[src/rtl/mcs_pkg.sv]
// Package for the main converter startup sequencer: states, carriers, timing counts.
// Assumes a 25 MHz system clock and comparator results already made digital outside.
package mcs_pkg;

  // ==========================================================================
  // Clocks and timing
  localparam int unsigned SYS_CLK_HZ       = 25_000_000;
  localparam int unsigned SW_CLK_HZ        = 100_000;
  localparam int unsigned SW_DIV           = SYS_CLK_HZ / SW_CLK_HZ;
  localparam int unsigned PHASES           = 6;
  localparam int unsigned BOOT_START_CYC   = 8;
  localparam int unsigned BOOT_DROP_CYC    = 4;
  localparam int unsigned DROP_REFRESH_US  = 500;
  localparam int unsigned SOFTON_MS        = 100;
  localparam int unsigned SOFTON_STEPS     = 16;
  // Refresh interval and soft-on in switching cycles
  localparam int unsigned DROP_REFRESH_CYC = DROP_REFRESH_US * (SW_CLK_HZ / 1000) / 1000;
  localparam int unsigned SOFTON_CYC       = SOFTON_MS * (SW_CLK_HZ / 1000);
  localparam int unsigned SOFTON_STEP_CYC  = SOFTON_CYC / SOFTON_STEPS;
  // Minimum on-time in system clocks, within one switching period
  localparam int unsigned MIN_ON_CLK       = 10;
  localparam int unsigned CNT_W            = 16;

  // ==========================================================================
  // Phase drive encoding: each output is three-level
  typedef enum logic [1:0] {
    PH_MID  = 2'h0,
    PH_LOW  = 2'h1,
    PH_HIGH = 2'h2
  } mcs_phase_type;

  typedef enum logic [2:0] {
    ST_OFF,
    ST_PREBIAS,
    ST_BOOT,
    ST_WAITCOMP,
    ST_SOFTSTART,
    ST_SOFTON,
    ST_RUN
  } mcs_state_type;

  // Comparator inputs from the analog side
  typedef struct packed {
    logic runRise;
    logic runFall;
    logic prebiasDone;
    logic compAboveOffset;
    logic ssAtClamp;
    logic lightLoad;
    logic auxUnder;
    logic auxOver;
    logic mainRegLow;
  } mcs_cmp_type;

endpackage

[src/rtl/mcs_boot_pulse.sv]
// Boot-refresh pulse counter: counts low pulses on switching-cycle enables.
// Assumes swTick is a one-cycle pulse from the switching clock divider.
`timescale 1ns/1ns
module mcs_boot_pulse
  import mcs_pkg::*;
(
  // Clock and reset
  input  wire logic             sys_clk,
  input  wire logic             arst_n,
  // Control
  input  wire logic             swTick,
  input  wire logic             start,
  input  wire logic [3:0]       pulseCount,
  // Status
  output logic                  busy,
  output logic                  done
);

  logic [3:0] cnt_q;
  logic       pend_q;

  // A start in mid-period waits for the next period boundary, so that every
  // counted window is a full minimum on-time and none is cut short
  always_ff @(posedge sys_clk or negedge arst_n) begin
    if (!arst_n) begin
      pend_q <= 1'b0;
    end else if (start) begin
      pend_q <= 1'b1;
    end else if (swTick) begin
      pend_q <= 1'b0;
    end
  end

  always_ff @(posedge sys_clk or negedge arst_n) begin
    if (!arst_n) begin
      cnt_q <= 4'h0;
    end else if (start) begin
      cnt_q <= pulseCount;
    end else if (swTick && !pend_q && cnt_q != 4'h0) begin
      cnt_q <= cnt_q - 4'h1;
    end
  end

  always_ff @(posedge sys_clk or negedge arst_n) begin
    if (!arst_n) begin
      done <= 1'b0;
    end else begin
      done <= swTick && !pend_q && cnt_q == 4'h1 && !start;
    end
  end

  assign busy = (cnt_q != 4'h0) && !pend_q;

endmodule

[src/rtl/mcs_sequencer.sv]
// Main converter startup sequencer: off state, soft-start, boot refresh, soft-on,
// phase dropping with periodic refresh, aux regulator power-good.
// Assumes analog comparators outside; their outputs are asynchronous and synchronised here.
`timescale 1ns/1ns
// Operation
// While run request is below its falling threshold, driver enable is low and phases sit mid-level.
// Run request above its rising threshold starts soft-start with prebias before the ramp.
// Driver enable goes high right after prebias completes.
// After driver enable, all phases are pulled low with minimum on-time for eight switching cycles.
// After boot refresh drivers stay enabled but idle until compensation exceeds the ramp offset.
// Soft-start complete is raised when the soft-start ramp reaches its clamp level.
// During soft-start switching is non-synchronous, low-side switches unused.
// After soft-start a soft-on period lengthens the synchronous on-time up to its limit.
// With dropping selected and light load, dropped phases lose high-side duty cycle by cycle.
// Once dropping settles the active phase count holds while load is unchanged.
// Dropped phases get four low minimum-on pulses at every refresh interval.
// The host finishes mode and fault configuration before raising run request.
// Aux power-good is pulled low outside its window, with hysteresis on both limits.
// Backup regulator re-enables when the main internal regulator falls below minimum.
// Run request falling at any point aborts the sequence back to the off state.
// Boot pulses and refresh interval are counted on the switching clock, one counter per event.
module mcs_sequencer
  import mcs_pkg::*;
(
  // Clock and reset
  input  wire logic                 sys_clk,
  input  wire logic                 arst_n,
  // Analog comparator inputs (asynchronous)
  input  wire mcs_cmp_type          cmpIn,
  // Configuration straps
  input  wire logic                 phaseDropSel,
  input  wire logic [2:0]           keepPhases,
  // Driver side
  output logic                      driver_enable_out,
  output mcs_phase_type [PHASES-1:0] phase_drive_outputs,
  output logic                      prebiasStart,
  output logic                      ssRampEnable,
  output logic                      softStartDone,
  output logic [CNT_W-1:0]          syncOnLevel,
  output logic [2:0]                activePhases,
  // Regulators
  output logic                      aux_regulator_good_o,
  output logic                      aux_regulator_good_oe,
  output logic                      backupRegEnable
);

  // ==========================================================================
  // Input synchronisers
  mcs_cmp_type meta_q;
  mcs_cmp_type cmp_q;
  logic        dropSel_meta_q;
  logic        dropSel_q;
  // Straps are static, but still settle through two flops after power-up
  logic [2:0]  keepMeta_q;
  logic [2:0]  keepSync_q;

  always_ff @(posedge sys_clk or negedge arst_n) begin
    if (!arst_n) begin
      meta_q         <= '0;
      cmp_q          <= '0;
      dropSel_meta_q <= 1'b0;
      dropSel_q      <= 1'b0;
      keepMeta_q     <= 3'h0;
      keepSync_q     <= 3'h0;
    end else begin
      meta_q         <= cmpIn;
      cmp_q          <= meta_q;
      dropSel_meta_q <= phaseDropSel;
      dropSel_q      <= dropSel_meta_q;
      keepMeta_q     <= keepPhases;
      keepSync_q     <= keepMeta_q;
    end
  end

  // ==========================================================================
  // Switching clock divider and phase timing
  logic [7:0] div_q;
  logic       swTick;

  always_ff @(posedge sys_clk or negedge arst_n) begin
    if (!arst_n) begin
      div_q <= 8'h00;
    end else if (div_q == 8'(SW_DIV - 1)) begin
      div_q <= 8'h00;
    end else begin
      div_q <= div_q + 8'h01;
    end
  end

  assign swTick = (div_q == 8'(SW_DIV - 1));

  // Minimum on-time window at the start of every switching period
  logic minOn;
  assign minOn = (div_q < 8'(MIN_ON_CLK));

  // ==========================================================================
  // Sequencer state
  mcs_state_type state_q;
  logic          bootStart;
  logic          bootBusy;
  logic          bootDone;
  logic          runOff;
  logic [CNT_W-1:0] softOnCnt_q;

  // Run request hysteresis: off below the falling threshold
  assign runOff = !cmp_q.runFall;

  always_ff @(posedge sys_clk or negedge arst_n) begin
    if (!arst_n) begin
      state_q <= ST_OFF;
    end else if (runOff) begin
      state_q <= ST_OFF;
    end else begin
      unique case (state_q)
        ST_OFF:       if (cmp_q.runRise) state_q <= ST_PREBIAS;
        ST_PREBIAS:   if (cmp_q.prebiasDone) state_q <= ST_BOOT;
        ST_BOOT:      if (bootDone) state_q <= ST_WAITCOMP;
        ST_WAITCOMP:  if (cmp_q.compAboveOffset) state_q <= ST_SOFTSTART;
        ST_SOFTSTART: if (cmp_q.ssAtClamp) state_q <= ST_SOFTON;
        ST_SOFTON:    if (softOnCnt_q == CNT_W'(SOFTON_CYC)) state_q <= ST_RUN;
        ST_RUN:       state_q <= ST_RUN;
      endcase
    end
  end

  // Pulse on entry to boot refresh
  assign bootStart = (state_q == ST_PREBIAS) && cmp_q.prebiasDone && !runOff;

  always_ff @(posedge sys_clk or negedge arst_n) begin
    if (!arst_n) begin
      driver_enable_out <= 1'b0;
    end else begin
      driver_enable_out <= !runOff && state_q != ST_OFF
                           && !(state_q == ST_PREBIAS && !cmp_q.prebiasDone);
    end
  end

  always_ff @(posedge sys_clk or negedge arst_n) begin
    if (!arst_n) begin
      prebiasStart  <= 1'b0;
      ssRampEnable  <= 1'b0;
      softStartDone <= 1'b0;
    end else begin
      prebiasStart  <= !runOff && state_q == ST_PREBIAS;
      ssRampEnable  <= !runOff && state_q inside {ST_BOOT, ST_WAITCOMP, ST_SOFTSTART};
      softStartDone <= !runOff && (state_q inside {ST_SOFTON, ST_RUN}
                       || (state_q == ST_SOFTSTART && cmp_q.ssAtClamp));
    end
  end

  // ==========================================================================
  // Soft-on: synchronous on-time grows step by step
  always_ff @(posedge sys_clk or negedge arst_n) begin
    if (!arst_n) begin
      softOnCnt_q <= '0;
    end else if (state_q != ST_SOFTON) begin
      softOnCnt_q <= '0;
    end else if (swTick && softOnCnt_q != CNT_W'(SOFTON_CYC)) begin
      softOnCnt_q <= softOnCnt_q + CNT_W'(1);
    end
  end

  always_ff @(posedge sys_clk or negedge arst_n) begin
    if (!arst_n) begin
      syncOnLevel <= '0;
    end else if (runOff) begin
      syncOnLevel <= '0;
    end else if (state_q == ST_SOFTON) begin
      syncOnLevel <= CNT_W'(softOnCnt_q / CNT_W'(SOFTON_STEP_CYC));
    end else if (state_q == ST_RUN) begin
      syncOnLevel <= CNT_W'(SOFTON_STEPS);
    end else begin
      syncOnLevel <= '0;
    end
  end

  // Low side conducts for a growing share of the off half-period; level 0 stays
  // non-synchronous, full level matches steady synchronous switching
  logic [7:0] offPos;
  logic       syncOn;

  assign offPos = div_q - 8'(SW_DIV / 2);
  assign syncOn = (CNT_W'(offPos) * CNT_W'(SOFTON_STEPS)) < (syncOnLevel * CNT_W'(SW_DIV / 2));

  // ==========================================================================
  // Phase dropping: high-side duty of dropped phases shrinks cycle by cycle
  logic [7:0] dropDuty_q;
  logic       dropping;

  assign dropping = !runOff && state_q == ST_RUN && dropSel_q && cmp_q.lightLoad;

  always_ff @(posedge sys_clk or negedge arst_n) begin
    if (!arst_n) begin
      dropDuty_q <= 8'(SW_DIV / 2);
    end else if (!dropping) begin
      dropDuty_q <= 8'(SW_DIV / 2);
    end else if (swTick && dropDuty_q != 8'h00) begin
      dropDuty_q <= dropDuty_q - 8'h01;
    end
  end

  // Count only changes with the dropping condition: run state, dropping selected and light load
  always_ff @(posedge sys_clk or negedge arst_n) begin
    if (!arst_n) begin
      activePhases <= 3'(PHASES);
    end else if (dropping && dropDuty_q == 8'h00) begin
      activePhases <= keepSync_q;
    end else if (!dropping) begin
      activePhases <= 3'(PHASES);
    end
  end

  logic dropSettled;
  assign dropSettled = dropping && dropDuty_q == 8'h00;

  // ==========================================================================
  // Refresh interval for dropped phases
  logic [CNT_W-1:0] refCnt_q;
  logic             refStart;
  logic             dropBusy;

  always_ff @(posedge sys_clk or negedge arst_n) begin
    if (!arst_n) begin
      refCnt_q <= '0;
    end else if (!dropSettled) begin
      refCnt_q <= '0;
    end else if (swTick) begin
      refCnt_q <= (refCnt_q == CNT_W'(DROP_REFRESH_CYC - 1)) ? '0 : refCnt_q + CNT_W'(1);
    end
  end

  assign refStart = dropSettled && swTick && refCnt_q == CNT_W'(DROP_REFRESH_CYC - 1);

  // One pulse counter for each refresh event, so a dropped-phase refresh can never
  // inherit a count left over from the start-up burst
  mcs_boot_pulse u_boot_start (
    .sys_clk    (sys_clk),
    .arst_n     (arst_n),
    .swTick     (swTick),
    .start      (bootStart),
    .pulseCount (4'(BOOT_START_CYC)),
    .busy       (bootBusy),
    .done       (bootDone)
  );

  mcs_boot_pulse u_boot_drop (
    .sys_clk    (sys_clk),
    .arst_n     (arst_n),
    .swTick     (swTick),
    .start      (refStart),
    .pulseCount (4'(BOOT_DROP_CYC)),
    .busy       (dropBusy),
    .done       ()
  );

  // ==========================================================================
  // Phase outputs
  always_ff @(posedge sys_clk or negedge arst_n) begin
    if (!arst_n) begin
      phase_drive_outputs <= '{default: PH_MID};
    end else begin
      for (int i = 0; i < PHASES; i++) begin
        if (runOff || state_q inside {ST_OFF, ST_PREBIAS, ST_WAITCOMP}) begin
          phase_drive_outputs[i] <= PH_MID;
        end else if (state_q == ST_BOOT) begin
          phase_drive_outputs[i] <= (bootBusy && minOn) ? PH_LOW : PH_MID;
        end else if (dropSettled && i >= int'(keepSync_q)) begin
          phase_drive_outputs[i] <= (dropBusy && minOn) ? PH_LOW : PH_MID;
        end else if (dropping && i >= int'(keepSync_q)) begin
          phase_drive_outputs[i] <= (div_q < dropDuty_q) ? PH_HIGH : PH_MID;
        end else if (div_q < 8'(SW_DIV / 2)) begin
          phase_drive_outputs[i] <= PH_HIGH;
        end else if (state_q == ST_SOFTSTART) begin
          // Non-synchronous in soft-start: off phase is mid, low side unused
          phase_drive_outputs[i] <= PH_MID;
        end else if (state_q == ST_SOFTON) begin
          phase_drive_outputs[i] <= syncOn ? PH_LOW : PH_MID;
        end else begin
          phase_drive_outputs[i] <= PH_LOW;
        end
      end
    end
  end

  // ==========================================================================
  // Aux regulator power-good; hysteresis is left to the analog comparators, their outputs are only synchronised here
  logic auxGood_q;

  always_ff @(posedge sys_clk or negedge arst_n) begin
    if (!arst_n) begin
      auxGood_q <= 1'b0;
    end else begin
      auxGood_q <= !cmp_q.auxUnder && !cmp_q.auxOver;
    end
  end

  // Open drain: only ever drives low
  assign aux_regulator_good_o  = 1'b0;
  assign aux_regulator_good_oe = !auxGood_q;

  always_ff @(posedge sys_clk or negedge arst_n) begin
    if (!arst_n) begin
      backupRegEnable <= 1'b1;
    end else begin
      backupRegEnable <= cmp_q.mainRegLow;
    end
  end

endmodule

[config.mk]
export PLATFORM = sky130hd
export DESIGN_NAME = mcs_sequencer
export DESIGN_NICKNAME = d
export VERILOG_FILES = /design/src/rtl/mcs_pkg.sv /design/src/rtl/mcs_boot_pulse.sv /design/src/rtl/mcs_sequencer.sv
export SDC_FILE = /design/constraint.sdc
export NUM_CORES = 1
export LEC_CHECK = 0
export BUFFER_PORTS_ARGS = -buffer_cell sky130_fd_sc_hd__buf_2
export CORE_ASPECT_RATIO = 1.25
export CORE_UTILIZATION = 67
export DETAILED_ROUTE_END_ITERATION = 10
export PLACE_DENSITY = 0.85
export SYNTH_ARGS = -nofsm -noshare
export SYNTH_HDL_FRONTEND = slang
export SYNTH_SLANG_ARGS = --single-unit
[constraint.sdc]
create_clock -name sys_clk -period 11 [get_ports sys_clk]
set_clock_uncertainty 0.1 [all_clocks]
set_input_delay 1.65 -clock sys_clk [delete_from_list [all_inputs] [get_ports sys_clk]]
set_output_delay 1.65 -clock sys_clk [all_outputs]
set_load 0.02 [all_outputs]
## Word-level counts from Yosys, hierarchy flattened

Index checks and enable logic that the tools add are counted.

- Flip-flop bits (word level): 125
- Bits in latches: 0
- RAM bits: 0
- ROM bits: 0
- Input port bits: 15
- Output and inout bits: 38
- Memories kept: 0

- $add $sub $neg: 7
- Multiply operators: 1
- Div/mod/pow operators: 1
- $lt $le $gt $ge: 10
- Equal/unequal tests: 21
- Shift operators: 0
- Mux-type cells: 59
- Bitwise logic cells: 0
- Reductions and logical operators: 66

Operator list:

| cell | count |
|---|---|
| 16-bit two-way mux | 7 |
| 2-bit two-way mux | 27 |
| 1-bit logical AND | 40 |
| 16-bit by 1-bit adder with 16-bit output, second input constant | 2 |
| 3-bit two-way mux | 9 |
| 8-bit two-way mux | 3 |
| 3-bit one-hot mux with 7 select lines | 1 |
| 3-bit inequality test, second input constant | 6 |
| 16-bit by 10-bit divider with 16-bit output, second input constant | 1 |
| 16-bit by 14-bit == test with 1-bit output, second input constant | 1 |
| 16-bit by 6-bit == test with 1-bit output, second input constant | 1 |
| 12-bit by 16-bit less-than comparator with 1-bit output | 1 |
| 16-bit by 7-bit multiplier with 16-bit output, second input constant | 1 |
| 4-bit two-way mux | 4 |
| 16-bit by 14-bit inequality test with 1-bit output, second input constant | 1 |
| 2-bit nonzero test | 6 |
| 3-bit == test, second input constant | 3 |
| 1-bit zero test | 9 |
| 3-bit nonzero test | 3 |
| 8-bit by 1-bit adder with 8-bit output, second input constant | 1 |
| 8-bit == test, second input constant | 1 |
| 8-bit zero test | 1 |
| 8-bit by 4-bit less-than comparator with 1-bit output, second input constant | 1 |
| 8-bit by 7-bit less-than comparator with 1-bit output, second input constant | 1 |
| other kinds (20) | 34 |

## Longest topological paths before layout

- Depth in word-level cells: 10
- Depth in mapped cells: 29
- Mapped depth without buffers: 23

## Hierarchy

From an unflattened synthesis, not the netlist that was laid out.

- Cells, all modules: 1084
- Area total of the unflattened synthesis: 9658.0 sq um

Modules (own cells, without submodules):

| module | instances | cells an instance | area each (sq um) |
|---|---|---|---|
| mcs_sequencer | 1 | 1010 | 8939.8 |
| mcs_boot_pulse | 2 | 37 | 359.1 |

## Worst setup path after synthesis

OpenSTA, ideal clock, no wires.

- Kind: reg-to-reg
- From: register softOnCnt_q[6]
- To: register syncOnLevel[0]
- Data arrival time: 6.657 ns
- Setup slack: 4.161 ns
- Cell stages (with the launch flop): 29
- Buffers on the path: 6
- Clock period less this slack: 6.839 ns
- Cell sequence: dfrtp_1 > buf_6 > or4_4 > buf_6 > xnor2_1 > or4_1 > and3_1 > buf_4 > mux2i_1 > a221o_1 > o21ai_2 > mux2i_1 > and2_1 > buf_6 > o311a_1 > or3_1 > buf_2 > a2111oi_2 > o21ai_0 > and2_1 > clkbuf_1 > ha_1 > nor3_1 > nand3_2 > a311oi_4 > o21ai_4 > and3_1 > or4_1 > a31oi_1

- Word-level cells in the longest chain between the ends: 3

Ends and longest elaborated chain:

| element | line | RTL |
|---|---|---|
| from (decl) | mcs_sequencer.sv:103 | `logic [CNT_W-1:0] softOnCnt_q;` |
| from (signal assigned) | mcs_sequencer.sv:159 | `softOnCnt_q <= softOnCnt_q + CNT_W'(1);` |
| 16-bit by 10-bit divider with 16-bit output | mcs_sequencer.sv:169 | `syncOnLevel <= CNT_W'(softOnCnt_q / CNT_W'(SOFTON_STEP_CYC));` |
| 16-bit two-way mux | mcs_sequencer.sv:168 | `end else if (state_q == ST_SOFTON) begin` |
| 16-bit two-way mux | mcs_sequencer.sv:166 | `end else if (runOff) begin` |
| to (signal assigned) | mcs_sequencer.sv:169 |  |
| to (signal assigned) | mcs_sequencer.sv:171 | `syncOnLevel <= CNT_W'(SOFTON_STEPS);` |
| to (decl) | mcs_sequencer.sv:39 | `output logic [CNT_W-1:0] syncOnLevel,` |

Every way passes these cells.
A chain may end at the register's enable or synchronous reset.

## Worst setup path in the final report

Ends and elaborated chain as after synthesis.

==> results_dict.tcl <==
set metrics [dict create \
    rows 48 \
    synth_cell_types 97 \
    area_delta_synth_final_pct 7.573 \
    synthTopCellsByArea "dfrtp_1 (28%), ha_1 (9.4%), nor2_1 (4.1%)" \
    hold_viol_final 0 \
    viasPerCell 6.531 \
    drt-total-wl_um 23460 \
    path_clk_slew_ps 60 \
    cp.arrival_ps 8330 \
    powerDensity_mw_per_mm2 109.2 \
    grt_max_degree 80 \
    crit_chain "or4_4, xnor2_1, or4_1, a221oi_2, o41ai_4, o211ai_2, o21ai_2, o32ai_2, and2_1, a31o_1, mux2_2, o31ai_2, o21ai_0, and2_1, ha_1, nor3_1, nand3_2, a311oi_4, o21ai_4, and3_1, or4_1, a31oi_1" \
    leakage_nw 4.551 \
    htree_levels 4 \
    antenna_found_initial 0 \
    place_congestion 0.9554 \
    start_util_pct 68.54 \
    post_cts_buffers 0 \
    p_int_w 0.0007896 \
    rsz0062_at_grt "false" \
    cpPeakStageDelay_ps 680 \
    dp_hpwl_um 16120 \
    grt_pass1_wl_um 39020 \
    worst_pin_slew_ps 1112 \
    critPathLaunchType "register" \
    setup_tns_ps 0 \
    path_buf_inv 0 \
    n_antenna_cell 0 \
    syn-instance-count 1065 \
    ys_seq_area_share_pct 30.78 \
    cts_buffers 17 \
    cp_max_fo 20 \
    seq_area_mm2 0.002914 \
    cts_tree "built" \
    syn-mean-instance-area_um2 8.890 \
    pwr-share-comb_pct 12.5 \
    yosys.area.top_type "dfrtp_1" \
    drt_iter0_markers 656 \
    cts.sinks 116 \
    relSlewSlack_pct 25.34 \
    seqPwrFrac_pct 42.0 \
    setup_slack_ps 2909 \
    synth_warnings 0 \
    critical-path-top-delay-family "compound AO/OA/AOI/OAI gates" \
    grt_usage_pct 33.78 \
    hold_path.class "reg -> reg" \
    dieArea_mm2 0.01461 \
    clockBufferDepth 2 \
    switchingPower_w 0.0003224 \
    grt_remaining_overflow 0 \
    ys_seq_elements 116 \
    path_class "reg -> reg" \
    multi_input_area_mm2 0.006023 \
    peakVddDrop_mv 0.1401 \
    drv_slew 0 \
    period_share_pct 73.56 \
    synth_area_mm2 0.009468 \
    dp_slack_ps 3064 \
    cp-end-kind "register" \
    cp_slowest_cell "a31o_1" \
    swShare_pct 28.99 \
    p_clk_share_pct 45.5 \
    layout_commonest_cell "dfrtp_1" \
    io_pins 53 \
    synth_top_area_share_pct 28.28 \
    vias 8255 \
    finalPower_w 0.001112 \
    port_buffers 42 \
    max_freq_mhz 123.6 \
    async_reset_ff_share_pct 100.0 \
    dpl_cell_area_mm2 0.009632 \
    root_buffer "clkbuf_16" \
    dr.pass1.iters 7 \
    die_w_um 108.3 \
    final_cell_mix "dfrtp_1 (107), nor2_1 (103), nand2_1 (73), ha_1 (71), inv_1 (65)" \
    fin_area_mm2 0.01018 \
    setup_viol 0 \
    fin_crit_ps 8091 \
    wl_per_cell_um 18.56 \
    core-area_mm2 0.01381 \
    drive_above_1_share_pct 12.49 \
    postCtsHoldBufs 0 \
    first_global_vias 8253 \
    ant_nets 0 \
    fp.dieH_um 134.9 \
    post_cts_resized 0 \
    nFillCells 974 \
    synthFlopType "dfrtp_1" \
    drc 0 \
    crit_required_ps 11230 \
    cap_violations 0 \
    status "finished clean" \
    clk_latency_ps 420 \
    synth_edf_count 0 \
    nets 1180 \
]
-- layout make-up --
type / count / share of cell area, %
flip-flops and latches: 116 / 28.61
multi-input cells: 831 / 59.14
repair buffers: 44 / 2.236
inverters: 66 / 2.432
clock inverters: 15 / 1.253
well taps: 175 / 2.150
clock buffers: 17 / 4.177
-- metrics by stage --
stage | cells | hold WS (ps) | util, %
after floorplan | 1074 | 231.2 | -
after global placement | 1232 | 232.4 | 69.73
after detailed placement | 1232 | 234.7 | 69.73
after CTS | 1264 | 247.9 | 73.73
after global routing | 1264 | 252.4 | 73.73
final | 1264 | 246.9 | 73.73
-- worst paths after layout --
| kind | from | to | slack, ps | depth (start not counted) |
|---|---|---|---|---|
| min in group asynchronous | arst_n | refCnt_q[15] | 1090 | 1 |
| hold reg to reg | keepMeta_q[2] | keepSync_q[2] | 250 | 0 |
| hold / removal | keepMeta_q[2] | keepSync_q[2] | 250 | 0 |
| setup / recovery | softOnCnt_q[6] | syncOnLevel[0] | 2910 | 22 |
| setup reg to reg | softOnCnt_q[6] | syncOnLevel[0] | 2910 | 22 |
| max in group asynchronous | arst_n | syncOnLevel[1] | 8340 | 2 |
-- synthesized netlist by cell type, drive strengths merged, types with 11 or more instances --
cell    number
dfrtp      107
nor2       105
nand2       73
ha          71
inv         65
o21ai       56
a21oi       53
nand3       45
xnor2       41
clkbuf      31
buf         30
mux2i       24
nor3        23
nand4       19
xor2        19
fa          18
and3        17
nor4        17
a31oi       16
nand2b      16
o31ai       15
or3         14
nor2b       13
a211oi      11
-- layer usage --
metal,part of all wire [%],global-route usage [%],vias to the layer above
met5,0,0,-
li1,-,-,3859
met4,3.9,18.09,0
met2,52,60.62,312
met1,40,38.06,3999
met3,4.6,5.261,85
-- power groups by stage --
stage | registers [W] | logic [W] | clock network, W
final | 0.000467 | 0.000139 | 0.000506
after global routing | 0.000470 | 0.000153 | 0.000533
after CTS | 0.000467 | 0.000139 | 0.000509
after detailed placement | 0.000474 | 0.000137 | 0
after global placement | 0.000472 | 0.000131 | 0
after floorplan | 0.000489 | 0.0000759 | 0
-- kinds of logic (layout without fill, tap and decap cells) --
| group | after synthesis | after routing | share of synthesized area [%] |
|---|---|---|---|
| adders and majority gates | 90 | 90 | 13.29 |
| xor gates and xnor gates | 60 | 60 | 5.550 |
| and+or+nand+nor | 387 | 387 | 20.87 |
| AOI/OAI and AO/OA | 256 | 256 | 20.31 |
| muxes | 28 | 28 | 3.145 |
| other | 1 | 10 | 0.03961 |
| DFF | 116 | 116 | 30.78 |
| buffers and inverters | 127 | 142 | 6.013 |
-- flip-flops by register name, indices dropped and copies added (netlist names), 3 cells and up --
signal / count
u_boot_start.cnt_q: 4
softOnCnt_q: 16
keepSync_q: 3
phase_drive_outputs: 12
meta_q: 9
syncOnLevel: 7
keepMeta_q: 3
activePhases: 3
div_q: 8
u_boot_drop.cnt_q: 4
refCnt_q: 16
dropDuty_q: 8
cmp_q: 9
state_q: 3
No activity file was read; power rests on OpenSTA's default activity.
